==> config.mk <==
export PLATFORM = sky130hd
export DESIGN_NAME = debug_firmware_command_engine
export DESIGN_NICKNAME = d
export VERILOG_FILES = /design/src/logic/dbg_cmd_pkg.sv /design/src/logic/dbg_mem_if.sv /design/src/logic/debug_firmware_command_engine.sv /design/src/logic/dbg_word_mem.sv
export SDC_FILE = /design/constraint.sdc
export NUM_CORES = 2
export LEC_CHECK = 0
export BUFFER_PORTS_ARGS = -buffer_cell sky130_fd_sc_hd__buf_2
export CORE_AREA = 2 2 610 612
export CTS_CLUSTER_SIZE = 16
export DETAILED_ROUTE_END_ITERATION = 10
export DIE_AREA = 0 0 612 614
export PLACE_DENSITY_LB_ADDON = 0.05
export RECOVER_POWER = 50
export SETUP_SLACK_MARGIN = 0.5
export SLEW_MARGIN = 20
export SYNTH_ARGS = -nofsm -noshare
export SYNTH_HDL_FRONTEND = slang
export SYNTH_SLANG_ARGS = --single-unit
==> constraint.sdc <==
create_clock -name i_sys_clk -period 7.31 [get_ports i_sys_clk]
set_clock_uncertainty 0.05 [all_clocks]
set_input_delay 1.462 -clock i_sys_clk [delete_from_list [all_inputs] [get_ports i_sys_clk]]
set_output_delay 1.462 -clock i_sys_clk [all_outputs]
set_load 0.01 [all_outputs]
==> src/logic/dbg_cmd_pkg.sv <==
// Constants shared by the debug firmware command engine and its test bench
package dbg_cmd_pkg;
  localparam int WORD_W = 16;
  localparam int OPC_BITS = 8;
  localparam int WORD_BITS = 16;
  // Serial bit timing in target clock cycles
  localparam int BIT_TICKS = 16;
  localparam int SAMPLE_TICK = 10;
  localparam int SPEEDUP_TICK = 7;
  localparam int LOW0_TICKS = 13;
  localparam int ACK_LOW_TICKS = 16;
  localparam int ACK_GAP_TICKS = 32;
  localparam int TIMEOUT_TICKS = 512;
  // Firmware window and block access stride
  localparam logic [17:0] FW_MAP_BASE = 18'h3ff00;
  localparam logic [15:0] DBG_WIN_BASE = 16'hff00;
  localparam logic [15:0] X_STEP = 16'h0002;
  localparam logic [15:0] REG_RESET = 16'h0000;
  // Opcodes
  localparam logic [7:0] OP_READ_NEXT = 8'h62;
  localparam logic [7:0] OP_FETCH_PC = 8'h63;
  localparam logic [7:0] OP_FETCH_D = 8'h64;
  localparam logic [7:0] OP_FETCH_X = 8'h65;
  localparam logic [7:0] OP_FETCH_Y = 8'h66;
  localparam logic [7:0] OP_FETCH_SP = 8'h67;
  localparam logic [7:0] OP_WRITE_NEXT = 8'h42;
  localparam logic [7:0] OP_LOAD_PC = 8'h43;
  localparam logic [7:0] OP_LOAD_D = 8'h44;
  localparam logic [7:0] OP_LOAD_X = 8'h45;
  localparam logic [7:0] OP_LOAD_Y = 8'h46;
  localparam logic [7:0] OP_LOAD_SP = 8'h47;
  localparam logic [7:0] OP_GO = 8'h08;
  localparam logic [7:0] OP_GO_UNTIL = 8'h0c;
  localparam logic [7:0] OP_SINGLE_STEP = 8'h10;
  localparam logic [7:0] OP_LEGACY_TAG_RESUME = 8'h18;
  localparam logic [7:0] OP_ACK_ON = 8'hd5;
  localparam logic [7:0] OP_ACK_OFF = 8'hd6;
  typedef enum logic [3:0] {
    S_OPC = 4'b0000,
    S_DATA = 4'b0001,
    S_EXEC = 4'b0010,
    S_MEMRD = 4'b0011,
    S_MEMWT = 4'b0100,
    S_MEMWR = 4'b0101,
    S_GAP = 4'b0110,
    S_ACK = 4'b0111,
    S_ACK_HI = 4'b1000,
    S_TX = 4'b1001,
    S_RUN = 4'b1010,
    S_STEP = 4'b1011
  } state_e;
endpackage

==> src/logic/dbg_mem_if.sv <==
// Word memory port between the command engine and its memory
`timescale 1ns/1ns
interface dbg_mem_if #(parameter int AW = 8) ();
  logic we;
  logic [AW-1:0] addr;
  logic [15:0] wdata;
  logic [15:0] rdata;
  modport ctrl (output we, output addr, output wdata, input rdata);
  modport mem (input we, input addr, input wdata, output rdata);
endinterface

==> src/logic/debug_firmware_command_engine.sv <==
// Firmware command engine of the single-wire background debug port
// How it works
// firmware commands only in active debug mode
// user execution halted while debug active
// debug window mapped when debug mode entered
// opcodes 63..67 return PC, D, X, Y, SP
// opcodes 43..47 load PC, D, X, Y, SP
// 62 adds two to X, reads there
// 42 adds two to X, writes there
// 08 resumes, acknowledge on leaving debug
// 0C resumes, acknowledge on debug re-entry
// 10 runs one instruction, acknowledges on return
// 18 behaves exactly like 08
// reads acknowledge ready data, writes when done
// frame is opcode then optional 16-bit word
// byte data upper for even, lower odd
// debug window reached, firmware never written
// stop disables acknowledge; wait/stop cancels 0C
// misaligned word access uses even address
// host waits 150 clocks for hardware access
// host waits 48 clocks before read data
// host waits 36 clocks after write data
// host waits 76 clocks after resume/step
// host should prefer acknowledge over fixed delays
// each bit starts with host falling edge
// MSB first, 16 target clocks per bit
// acknowledge low 16 clocks, 32 clocks after
// D5 enables acknowledge and acks, D6 disables
// unknown opcodes ignored, no acknowledge
`timescale 1ns/1ns
module debug_firmware_command_engine
  import dbg_cmd_pkg::*;
#(
  parameter int MEM_AW = 8
) (
  input wire logic i_sys_clk,             // 20 MHz target clock
  input wire logic i_rst_n,               // Async reset, active low
  input wire logic i_clk_en,              // Freezes all state when low
  input wire logic i_debug_serial_pin,    // Level on the debug serial pin
  input wire logic i_enter_debug,         // Pulse: CPU enters active debug
  input wire logic [15:0] i_user_pc,      // CPU program counter at entry
  input wire logic i_step_done,           // Pulse: stepped instruction done
  input wire logic i_cpu_wait_stop,       // CPU executed wait or stop
  input wire logic i_sys_stop,            // System stop mode
  output logic o_debug_serial_pin_out,    // Pin drive level
  output logic o_debug_serial_pin_oe,     // Pin driven while high
  output logic o_debug_active,            // Active debug mode
  output logic o_map_window,              // Debug window in memory map
  output logic o_user_run,                // User code may execute
  output logic o_step_req,                // Pulse: run one instruction
  output logic o_ack_en,                  // Acknowledge enabled
  output logic [15:0] o_prog_counter,     // Program counter
  output logic [15:0] o_acc_d,            // D accumulator
  output logic [15:0] o_idx_x,            // X index
  output logic [15:0] o_idx_y,            // Y index
  output logic [15:0] o_stack_ptr         // Stack pointer
);
  state_e state_q, state_d, after_q, after_d;
  logic [7:0] op_q, op_d;
  logic [15:0] shreg_q, shreg_d;
  logic [4:0] tick_q, tick_d, nbit_q, nbit_d;
  logic [9:0] idle_q, idle_d;
  logic [5:0] gap_q, gap_d;
  logic in_bit_q, in_bit_d, pin_prev_q;
  logic active_q, active_d, run_q, run_d, step_q, step_d;
  logic ack_en_q, ack_en_d, ack_pend_q, ack_pend_d;
  logic out_q, out_d, oe_q, oe_d;
  logic [15:0] pc_q, pc_d, d_q, d_d, x_q, x_d, y_q, y_d, sp_q, sp_d;
  logic fall, bit_end, frame_end, rx_mode, tx_mode, ack_ok;
  logic [4:0] tnext;

  dbg_mem_if #(.AW(MEM_AW)) mbus ();

  dbg_word_mem #(.AW(MEM_AW)) u_mem (
    .i_sys_clk(i_sys_clk),
    .i_clk_en(i_clk_en),
    .bus(mbus)
  );

  function automatic logic in_window(input logic [15:0] a);
    return a >= DBG_WIN_BASE;
  endfunction

  // Debug window is byte wide: status byte placed by address parity
  function automatic logic [15:0] window_word(input logic [15:0] a, input logic [7:0] b);
    return a[0] ? {8'h00, b} : {b, 8'h00};
  endfunction

  assign fall = pin_prev_q & ~i_debug_serial_pin;
  assign rx_mode = (state_q == S_OPC) || (state_q == S_DATA);
  assign tx_mode = (state_q == S_TX);
  assign bit_end = in_bit_q && (tick_q == 5'(BIT_TICKS - 1));
  assign frame_end = bit_end && (nbit_q == 5'h01);
  assign tnext = tick_q + 5'h01;
  assign ack_ok = ack_en_q && !i_sys_stop;
  // Word access drops the address LSB
  assign mbus.addr = x_q[MEM_AW:1];
  assign mbus.wdata = shreg_q;
  assign mbus.we = (state_q == S_MEMWR) && !in_window(x_q);

  always_comb begin
    state_d = state_q;
    after_d = after_q;
    op_d = op_q;
    shreg_d = shreg_q;
    tick_d = tick_q;
    nbit_d = nbit_q;
    idle_d = idle_q;
    gap_d = (gap_q < 6'(ACK_GAP_TICKS)) ? gap_q + 6'h01 : gap_q;
    in_bit_d = in_bit_q;
    active_d = active_q;
    run_d = run_q;
    step_d = 1'b0;
    ack_en_d = ack_en_q;
    ack_pend_d = ack_pend_q;
    out_d = 1'b1;
    oe_d = 1'b0;
    pc_d = pc_q;
    d_d = d_q;
    x_d = x_q;
    y_d = y_q;
    sp_d = sp_q;
    // Bit engine: host edge opens each bit time of 16 ticks
    if (rx_mode || tx_mode) begin
      if (!in_bit_q) begin
        idle_d = idle_q + 10'h001;
        if (fall) begin
          in_bit_d = 1'b1;
          tick_d = '0;
          idle_d = '0;
        end else if (idle_q == 10'(TIMEOUT_TICKS - 1)) begin
          state_d = S_OPC;
          nbit_d = 5'(OPC_BITS);
          idle_d = '0;
        end
      end else begin
        tick_d = tnext;
        if (rx_mode && tick_q == 5'(SAMPLE_TICK)) begin
          shreg_d = {shreg_q[14:0], i_debug_serial_pin};
        end
        if (tx_mode) begin
          if (!shreg_q[15] && tnext < 5'(LOW0_TICKS)) begin
            oe_d = 1'b1;
            out_d = 1'b0;
          end else if (tnext == (shreg_q[15] ? 5'(SPEEDUP_TICK) : 5'(LOW0_TICKS))) begin
            oe_d = 1'b1;
          end
        end
        if (bit_end) begin
          in_bit_d = 1'b0;
          nbit_d = nbit_q - 5'h01;
          if (tx_mode) begin
            shreg_d = {shreg_q[14:0], 1'b0};
          end
        end
      end
    end
    if (frame_end) begin
      gap_d = '0;
    end
    case (state_q)
      S_OPC: begin
        if (frame_end) begin
          op_d = shreg_q[7:0];
          nbit_d = 5'(OPC_BITS);
          if (shreg_q[7:0] == OP_ACK_ON) begin
            ack_en_d = 1'b1;
            ack_pend_d = !i_sys_stop;
            after_d = S_OPC;
            state_d = S_GAP;
          end else if (shreg_q[7:0] == OP_ACK_OFF) begin
            ack_en_d = 1'b0;
          end else if (active_q) begin
            case (shreg_q[7:0])
              OP_READ_NEXT, OP_FETCH_PC, OP_FETCH_D, OP_FETCH_X, OP_FETCH_Y,
              OP_FETCH_SP: begin
                state_d = S_EXEC;
              end
              OP_WRITE_NEXT, OP_LOAD_PC, OP_LOAD_D, OP_LOAD_X, OP_LOAD_Y,
              OP_LOAD_SP: begin
                state_d = S_DATA;
                nbit_d = 5'(WORD_BITS);
              end
              OP_GO, OP_LEGACY_TAG_RESUME: begin
                ack_pend_d = ack_ok;
                after_d = S_RUN;
                state_d = S_GAP;
              end
              OP_GO_UNTIL: begin
                ack_pend_d = ack_ok;
                active_d = 1'b0;
                run_d = 1'b1;
                state_d = S_RUN;
              end
              OP_SINGLE_STEP: begin
                ack_pend_d = ack_ok;
                active_d = 1'b0;
                run_d = 1'b1;
                step_d = 1'b1;
                state_d = S_STEP;
              end
              default: begin
                state_d = S_OPC;
              end
            endcase
          end
        end
      end
      S_DATA: begin
        if (frame_end) begin
          nbit_d = 5'(OPC_BITS);
          ack_pend_d = ack_ok;
          after_d = S_OPC;
          state_d = S_GAP;
          case (op_q)
            OP_LOAD_PC: pc_d = shreg_q;
            OP_LOAD_D: d_d = shreg_q;
            OP_LOAD_X: x_d = shreg_q;
            OP_LOAD_Y: y_d = shreg_q;
            OP_LOAD_SP: sp_d = shreg_q;
            default: begin
              x_d = x_q + X_STEP;
              state_d = S_MEMWR;
            end
          endcase
        end
      end
      S_EXEC: begin
        ack_pend_d = ack_ok;
        after_d = S_TX;
        state_d = S_GAP;
        case (op_q)
          OP_FETCH_PC: shreg_d = pc_q;
          OP_FETCH_D: shreg_d = d_q;
          OP_FETCH_X: shreg_d = x_q;
          OP_FETCH_Y: shreg_d = y_q;
          OP_FETCH_SP: shreg_d = sp_q;
          default: begin
            x_d = x_q + X_STEP;
            state_d = S_MEMRD;
          end
        endcase
      end
      S_MEMRD: state_d = S_MEMWT;
      S_MEMWT: begin
        shreg_d = in_window(x_q) ?
          window_word(x_q, {6'h00, ack_en_q, active_q}) : mbus.rdata;
        state_d = S_GAP;
      end
      S_MEMWR: state_d = S_GAP;
      S_GAP: begin
        if (gap_q >= 6'(ACK_GAP_TICKS)) begin
          if (after_q == S_RUN) begin
            active_d = 1'b0;
            run_d = 1'b1;
          end
          if (ack_pend_q) begin
            ack_pend_d = 1'b0;
            state_d = S_ACK;
            tick_d = '0;
            oe_d = 1'b1;
            out_d = 1'b0;
          end else begin
            state_d = after_q;
          end
        end
      end
      S_ACK: begin
        tick_d = tnext;
        oe_d = 1'b1;
        out_d = 1'b0;
        if (tick_q == 5'(ACK_LOW_TICKS - 1)) begin
          out_d = 1'b1;
          state_d = S_ACK_HI;
        end
      end
      S_ACK_HI: state_d = after_q;
      S_TX: begin
        if (frame_end) begin
          state_d = S_OPC;
          nbit_d = 5'(OPC_BITS);
        end
      end
      S_RUN: begin
        if (i_cpu_wait_stop) begin
          ack_pend_d = 1'b0;
        end
        if (i_enter_debug) begin
          active_d = 1'b1;
          run_d = 1'b0;
          pc_d = i_user_pc;
          after_d = S_OPC;
          nbit_d = 5'(OPC_BITS);
          in_bit_d = 1'b0;
          state_d = (ack_pend_q && !i_cpu_wait_stop) ? S_GAP : S_OPC;
        end
      end
      S_STEP: begin
        if (i_step_done) begin
          active_d = 1'b1;
          run_d = 1'b0;
          pc_d = i_user_pc;
          after_d = S_OPC;
          nbit_d = 5'(OPC_BITS);
          in_bit_d = 1'b0;
          state_d = S_GAP;
        end
      end
      default: state_d = S_OPC;
    endcase
    if (state_d == S_TX && state_q != S_TX) begin
      nbit_d = 5'(WORD_BITS);
      in_bit_d = 1'b0;
    end
    if (active_d) begin
      run_d = 1'b0;
    end
  end

  always_ff @(posedge i_sys_clk or negedge i_rst_n) begin
    if (!i_rst_n) begin
      state_q <= S_RUN;
      after_q <= S_OPC;
      op_q <= '0;
      shreg_q <= '0;
      tick_q <= '0;
      nbit_q <= 5'(OPC_BITS);
      idle_q <= '0;
      gap_q <= '0;
      in_bit_q <= 1'b0;
      pin_prev_q <= 1'b1;
      active_q <= 1'b0;
      run_q <= 1'b1;
      step_q <= 1'b0;
      ack_en_q <= 1'b0;
      ack_pend_q <= 1'b0;
      out_q <= 1'b1;
      oe_q <= 1'b0;
      pc_q <= REG_RESET;
      d_q <= REG_RESET;
      x_q <= REG_RESET;
      y_q <= REG_RESET;
      sp_q <= REG_RESET;
    end else if (i_clk_en) begin
      state_q <= state_d;
      after_q <= after_d;
      op_q <= op_d;
      shreg_q <= shreg_d;
      tick_q <= tick_d;
      nbit_q <= nbit_d;
      idle_q <= idle_d;
      gap_q <= gap_d;
      in_bit_q <= in_bit_d;
      pin_prev_q <= i_debug_serial_pin;
      active_q <= active_d;
      run_q <= run_d;
      step_q <= step_d;
      ack_en_q <= ack_en_d;
      ack_pend_q <= ack_pend_d;
      out_q <= out_d;
      oe_q <= oe_d;
      pc_q <= pc_d;
      d_q <= d_d;
      x_q <= x_d;
      y_q <= y_d;
      sp_q <= sp_d;
    end
  end

  assign o_debug_serial_pin_out = out_q;
  assign o_debug_serial_pin_oe = oe_q;
  assign o_debug_active = active_q;
  assign o_map_window = active_q;
  assign o_user_run = run_q;
  assign o_step_req = step_q;
  assign o_ack_en = ack_en_q;
  assign o_prog_counter = pc_q;
  assign o_acc_d = d_q;
  assign o_idx_x = x_q;
  assign o_idx_y = y_q;
  assign o_stack_ptr = sp_q;
endmodule

==> src/logic/dbg_word_mem.sv <==
// Small word memory with registered read data
`timescale 1ns/1ns
module dbg_word_mem #(
  parameter int AW = 8
) (
  input wire logic i_sys_clk, // System clock
  input wire logic i_clk_en,  // Clock enable
  dbg_mem_if.mem bus          // Memory port
);
  logic [15:0] mem_q [0:(1<<AW)-1];
  logic [15:0] rdata_q;

  always_ff @(posedge i_sys_clk) begin
    if (i_clk_en) begin
      if (bus.we) begin
        mem_q[bus.addr] <= bus.wdata;
      end
      rdata_q <= mem_q[bus.addr];
    end
  end

  assign bus.rdata = rdata_q;
endmodule

==> impl.org <==
** Global routing
- The initial antenna violation count came to 14.
- Vias in the first global route :: 81700
- The first global-routing pass estimated 674 mm of wire.
- Global routing finished with a remaining overflow of 0.
- Pin count of the biggest net entering global routing :: 200
- Total global-route track usage :: 0.259

** Detailed routing
- Dividing the detail-routed wire length by the instance count gives 36.8 µm.
- Post-DR vias/cell :: 6.14
- Number of iterations in the first detailed-routing pass :: 6
- In the routed design, unresolved DRC markers number 0.
- The count of nets left with antenna violations once routing finished came out at 0.
- Detailed routing inserted a total of 81300 vias.
- DRC violation total after the first TritonRoute iteration :: 9619
- The routed design has 488 mm of wire.

** Critical path
- At the worst endpoint, the arrival time is 6.31 ns.
- In this run the worst path has a maximum fanout of 76.
- Cell type group with the largest total delay on the critical path :: buffers and inverters
- CP cell instances :: clkbuf_1
- STA classifies the critical path endpoint as a flop.
- On the critical path, the stage with the largest delay is an instance of sky130_fd_sc_hd__clkbuf_1.
- Startpoint types :: flop
- Classification of the worst setup path :: reg2reg
- Sum of buffers and inverters on the critical path :: 1
- STA puts the critical path data required time at 7.51 ns.
- In this design, the stage delay of the slowest critical-path cell is 2.66 ns.

** STA
- Setup violations remaining at the end of the flow were counted as 0.
- Final hold analysis gives a worst-case slack of 0.439 ns.
- The routed design could run at a clock period as short as about 6.1 ns.
- Dividing the final minimum period by the clock period gives 0.836.
- Max-slew violations :: 2979
- Final number of hold-violating endpoints :: 0
- Setup repair after global routing missed its margin :: false
- Setup TNS :: 0 ns
- Peak clock frequency supported by timing :: 0.164 GHz
- For the pin with the worst max-slew slack, the measured transition is 4.85 ns.
- Worst relative slew slack :: -2.24

** Final layout
- Total of fill cells in the finished design :: 29300
- The area growth from synthesis to layout is 14.2%.
- Leading cell types in the layout, fill and taps excluded :: sky130_fd_sc_hd__edfxtp_1 (4112), sky130_fd_sc_hd__mux4_2 (1259), sky130_fd_sc_hd__clkbuf_16 (459)
- Most common library cell in the layout ignoring fill and taps :: sky130_fd_sc_hd__edfxtp_1
- Share of cells above drive strength 1 :: 0.327
- After the last flow step, the layout net total stands at ~8000.
- Final Non-Filler Cells :: around 13000

** Clocking
- Buffers added to address setup during post-CTS repair amount to 0.
- Clock-pin slew was measured on the worst setup and hold paths at 0.06 ns.
- Inserted Clock Buffers :: between 400 and 500
- Post-CTS repair changed the size of 0 cells.
- Hold repair after CTS inserted 0 buffers.
- The tree built by TritonCTS fans out to 4258 sinks.
- Maximum buffer depth of the clock tree :: 4
- For the worst-skew pair, the clock arrives at the later sink with an insertion delay of around 1.0 ns.
- TritonCTS built the clock tree.
- CTS built an H-tree with a depth of 5.
- Buffer cell driving the clock tree root :: sky130_fd_sc_hd__clkbuf_16

** Synthesis
- Synthesis inferred 4258 register bits.
- Summing every instance area after synthesis gives 166000 µm².
- For this run, the register share of the synthesized area comes to 0.768.
- In the synthesized netlist the dominant register cell turns out to be sky130_fd_sc_hd__edfxtp_1.
- The synthesized design contains 4112 enable-type register cells.
- In this run the mean area of a mapped cell was between 20 and 25 µm².
- During synthesis, Yosys emitted a total of 0 warnings.
- Synthesis produced 7316 cells.
- In the synthesized netlist the async set-or-reset flop fraction comes to 0.0343.
- Number of distinct library cells after synthesis :: 81
- Synthesis produced a netlist with a net count of approximately 7400.

** Placement
- The wire-length estimate of the detail-placed layout is 287 mm.
- Count of buffers inserted at the top-level ports :: 110
- Including well taps, the total number of placed cells is between 10000 and 15000.
- Routability-driven placement finished with a final weighted congestion of about 0.86.

** Job
- Number of max-cap violations :: 42

** Outcome
- Violations in the final reports :: capacitance limit, slew limit
- Run status :: finished with violations

** Floorplanning
- 111 I/O pins were placed.
- Initial Util :: 0.447
- The core region is 370000 µm².
- Number of standard-cell rows in the floorplan :: between 200 and 250
- X dimension of the die :: 612 µm
- Die Area :: 376000 µm²
- Measured along the y axis, the die boundary spans 614 µm.

** Pwr
- Peak supply drop :: 292 µV
- Leak pwr :: 58.5 nW
- For this design the ratio of total power to cell area is 399 nW/µm².

** Min path
- The path class of the tightest hold or removal check is reg2reg.
[Yosys cell counts (7+ instances only)]
master | n | area [µm²]
sky130_fd_sc_hd__a211oi_1 | 8 | 60.1
sky130_fd_sc_hd__a21o_1 | 9 | 67.6
sky130_fd_sc_hd__a21oi_1 | 75 | 375
sky130_fd_sc_hd__a221oi_1 | 9 | 78.8
sky130_fd_sc_hd__a222oi_1 | 16 | 160
sky130_fd_sc_hd__a22o_1 | 20 | 175
sky130_fd_sc_hd__a22oi_1 | 90 | 676
sky130_fd_sc_hd__a31oi_1 | 33 | 206
sky130_fd_sc_hd__a32oi_1 | 8 | 70.1
sky130_fd_sc_hd__a41oi_1 | 7 | 61.3
sky130_fd_sc_hd__and3_1 | 8 | 50.1
sky130_fd_sc_hd__buf_1 | 32 | 120
sky130_fd_sc_hd__buf_2 | 91 | 455
sky130_fd_sc_hd__buf_4 | 55 | 413
sky130_fd_sc_hd__buf_6 | 26 | 293
sky130_fd_sc_hd__clkbuf_1 | 213 | 800
sky130_fd_sc_hd__dfrtp_1 | 140 | 3500
sky130_fd_sc_hd__edfxtp_1 | 4112 | 123000
sky130_fd_sc_hd__ha_1 | 12 | 150
sky130_fd_sc_hd__inv_1 | 22 | 82.6
sky130_fd_sc_hd__mux2_2 | 63 | 709
sky130_fd_sc_hd__mux2i_1 | 50 | 500
sky130_fd_sc_hd__mux4_2 | 1259 | 28400
sky130_fd_sc_hd__nand2_1 | 194 | 728
sky130_fd_sc_hd__nand2b_1 | 14 | 87.6
sky130_fd_sc_hd__nand3_1 | 61 | 305
sky130_fd_sc_hd__nand4_1 | 24 | 150
sky130_fd_sc_hd__nor2_1 | 357 | 1340
sky130_fd_sc_hd__nor2b_1 | 21 | 131
sky130_fd_sc_hd__nor3_1 | 38 | 190
sky130_fd_sc_hd__nor4_1 | 15 | 93.8
sky130_fd_sc_hd__o21ai_0 | 83 | 415
sky130_fd_sc_hd__o22ai_1 | 17 | 106
sky130_fd_sc_hd__o31ai_1 | 12 | 90.1
sky130_fd_sc_hd__or3_1 | 10 | 62.6
sky130_fd_sc_hd__or4_1 | 11 | 82.6
[report_power, final]
| part | leakage (nW) | total [mW] | internal (mW) | switching, mW |
|---|---|---|---|---|
| logic | 12.7 | 20.9 | 7.64 | 13.3 |
| clock network | 7.12 | 22.6 | 13.0 | 9.53 |
| registers | 38.7 | 31.9 | 30.6 | 1.31 |
[flip-flops by register name, summed over array words and instances (netlist names), 3 cells and up]
signal,count
o_idx_y,16
o_prog_counter,16
u_mem.mem_q,4096
nbit_q,5
o_stack_ptr,16
idle_q,10
gap_q,6
u_mem.bus.rdata,16
o_idx_x,16
tick_q,5
mbus.wdata,16
state_q,4
op_q,8
o_acc_d,16
after_q,3
[routing by layer]
| metal | global-route usage | wire (µm) | vias to the layer above |
|---|---|---|---|
| met5 | 0.00181 | 125 | - |
| met1 | 0.365 | 203000 | 45000 |
| met2 | 0.410 | 230000 | 3271 |
| met3 | 0.0545 | 38500 | 711 |
| met4 | 0.0759 | 16000 | 6 |
| li1 | - | - | 32400 |
[kinds of logic (layout without fill, tap and decap cells)]
logic type      after synthesis  count (layout)  share of synthesized area
other cells                   0              14                          0
buf+inv                     442            1380                     0.0131
compound gates              429             429                     0.0175
fa+ha+maj                    12              12                   0.000907
mux                        1373            1373                      0.179
flops                      4258            4258                      0.768
simple gates                799             799                     0.0219
xor+xnor                      3               3                   0.000159
[path summary, 6_finish.rpt]
path                               start                   to  slack, ns  cells past startpoint
max                        mbus.wdata[1]  u_mem.mem_q[166][1]       1.20                      1
min                            idle_q[9]            idle_q[9]       0.44                      1
max reg2reg                mbus.wdata[1]  u_mem.mem_q[166][1]       1.20                      1
min reg2reg                    idle_q[9]            idle_q[9]       0.44                      1
max in group asynchronous        i_rst_n           o_idx_x[4]       2.71                      2
min in group asynchronous        i_rst_n            idle_q[9]       0.49                      1
[cell type report]
type,count,area [µm²],share of cell area
flip-flops and latches,4258,127000,0.672
multi-input cells,2616,37200,0.197
clock buffers,552,11900,0.0631
well taps,4972,6220,0.0329
repair buffers,517,3860,0.0204
clock inverters,286,2610,0.0138
inverters,25,93.8,0.000496
diodes,14,35.0,0.000185
[stage by stage]
stage | setup slack (ns) | utilization | total power, mW | instance area [µm²]
2_1_floorplan | 1.75 | - | 44.5 | 166000
3_3_place_gp | 1.81 | 0.472 | 53.1 | 175000
3_5_place_dp | 1.96 | 0.472 | 53.4 | 175000
4_1_cts | 1.96 | 0.511 | 75.9 | 189000
5_1_grt | 0.889 | 0.511 | 77.9 | 189000
6_report | 1.20 | 0.511 | 75.4 | 189000
Note: power is estimated with default switching activity, not from simulation.
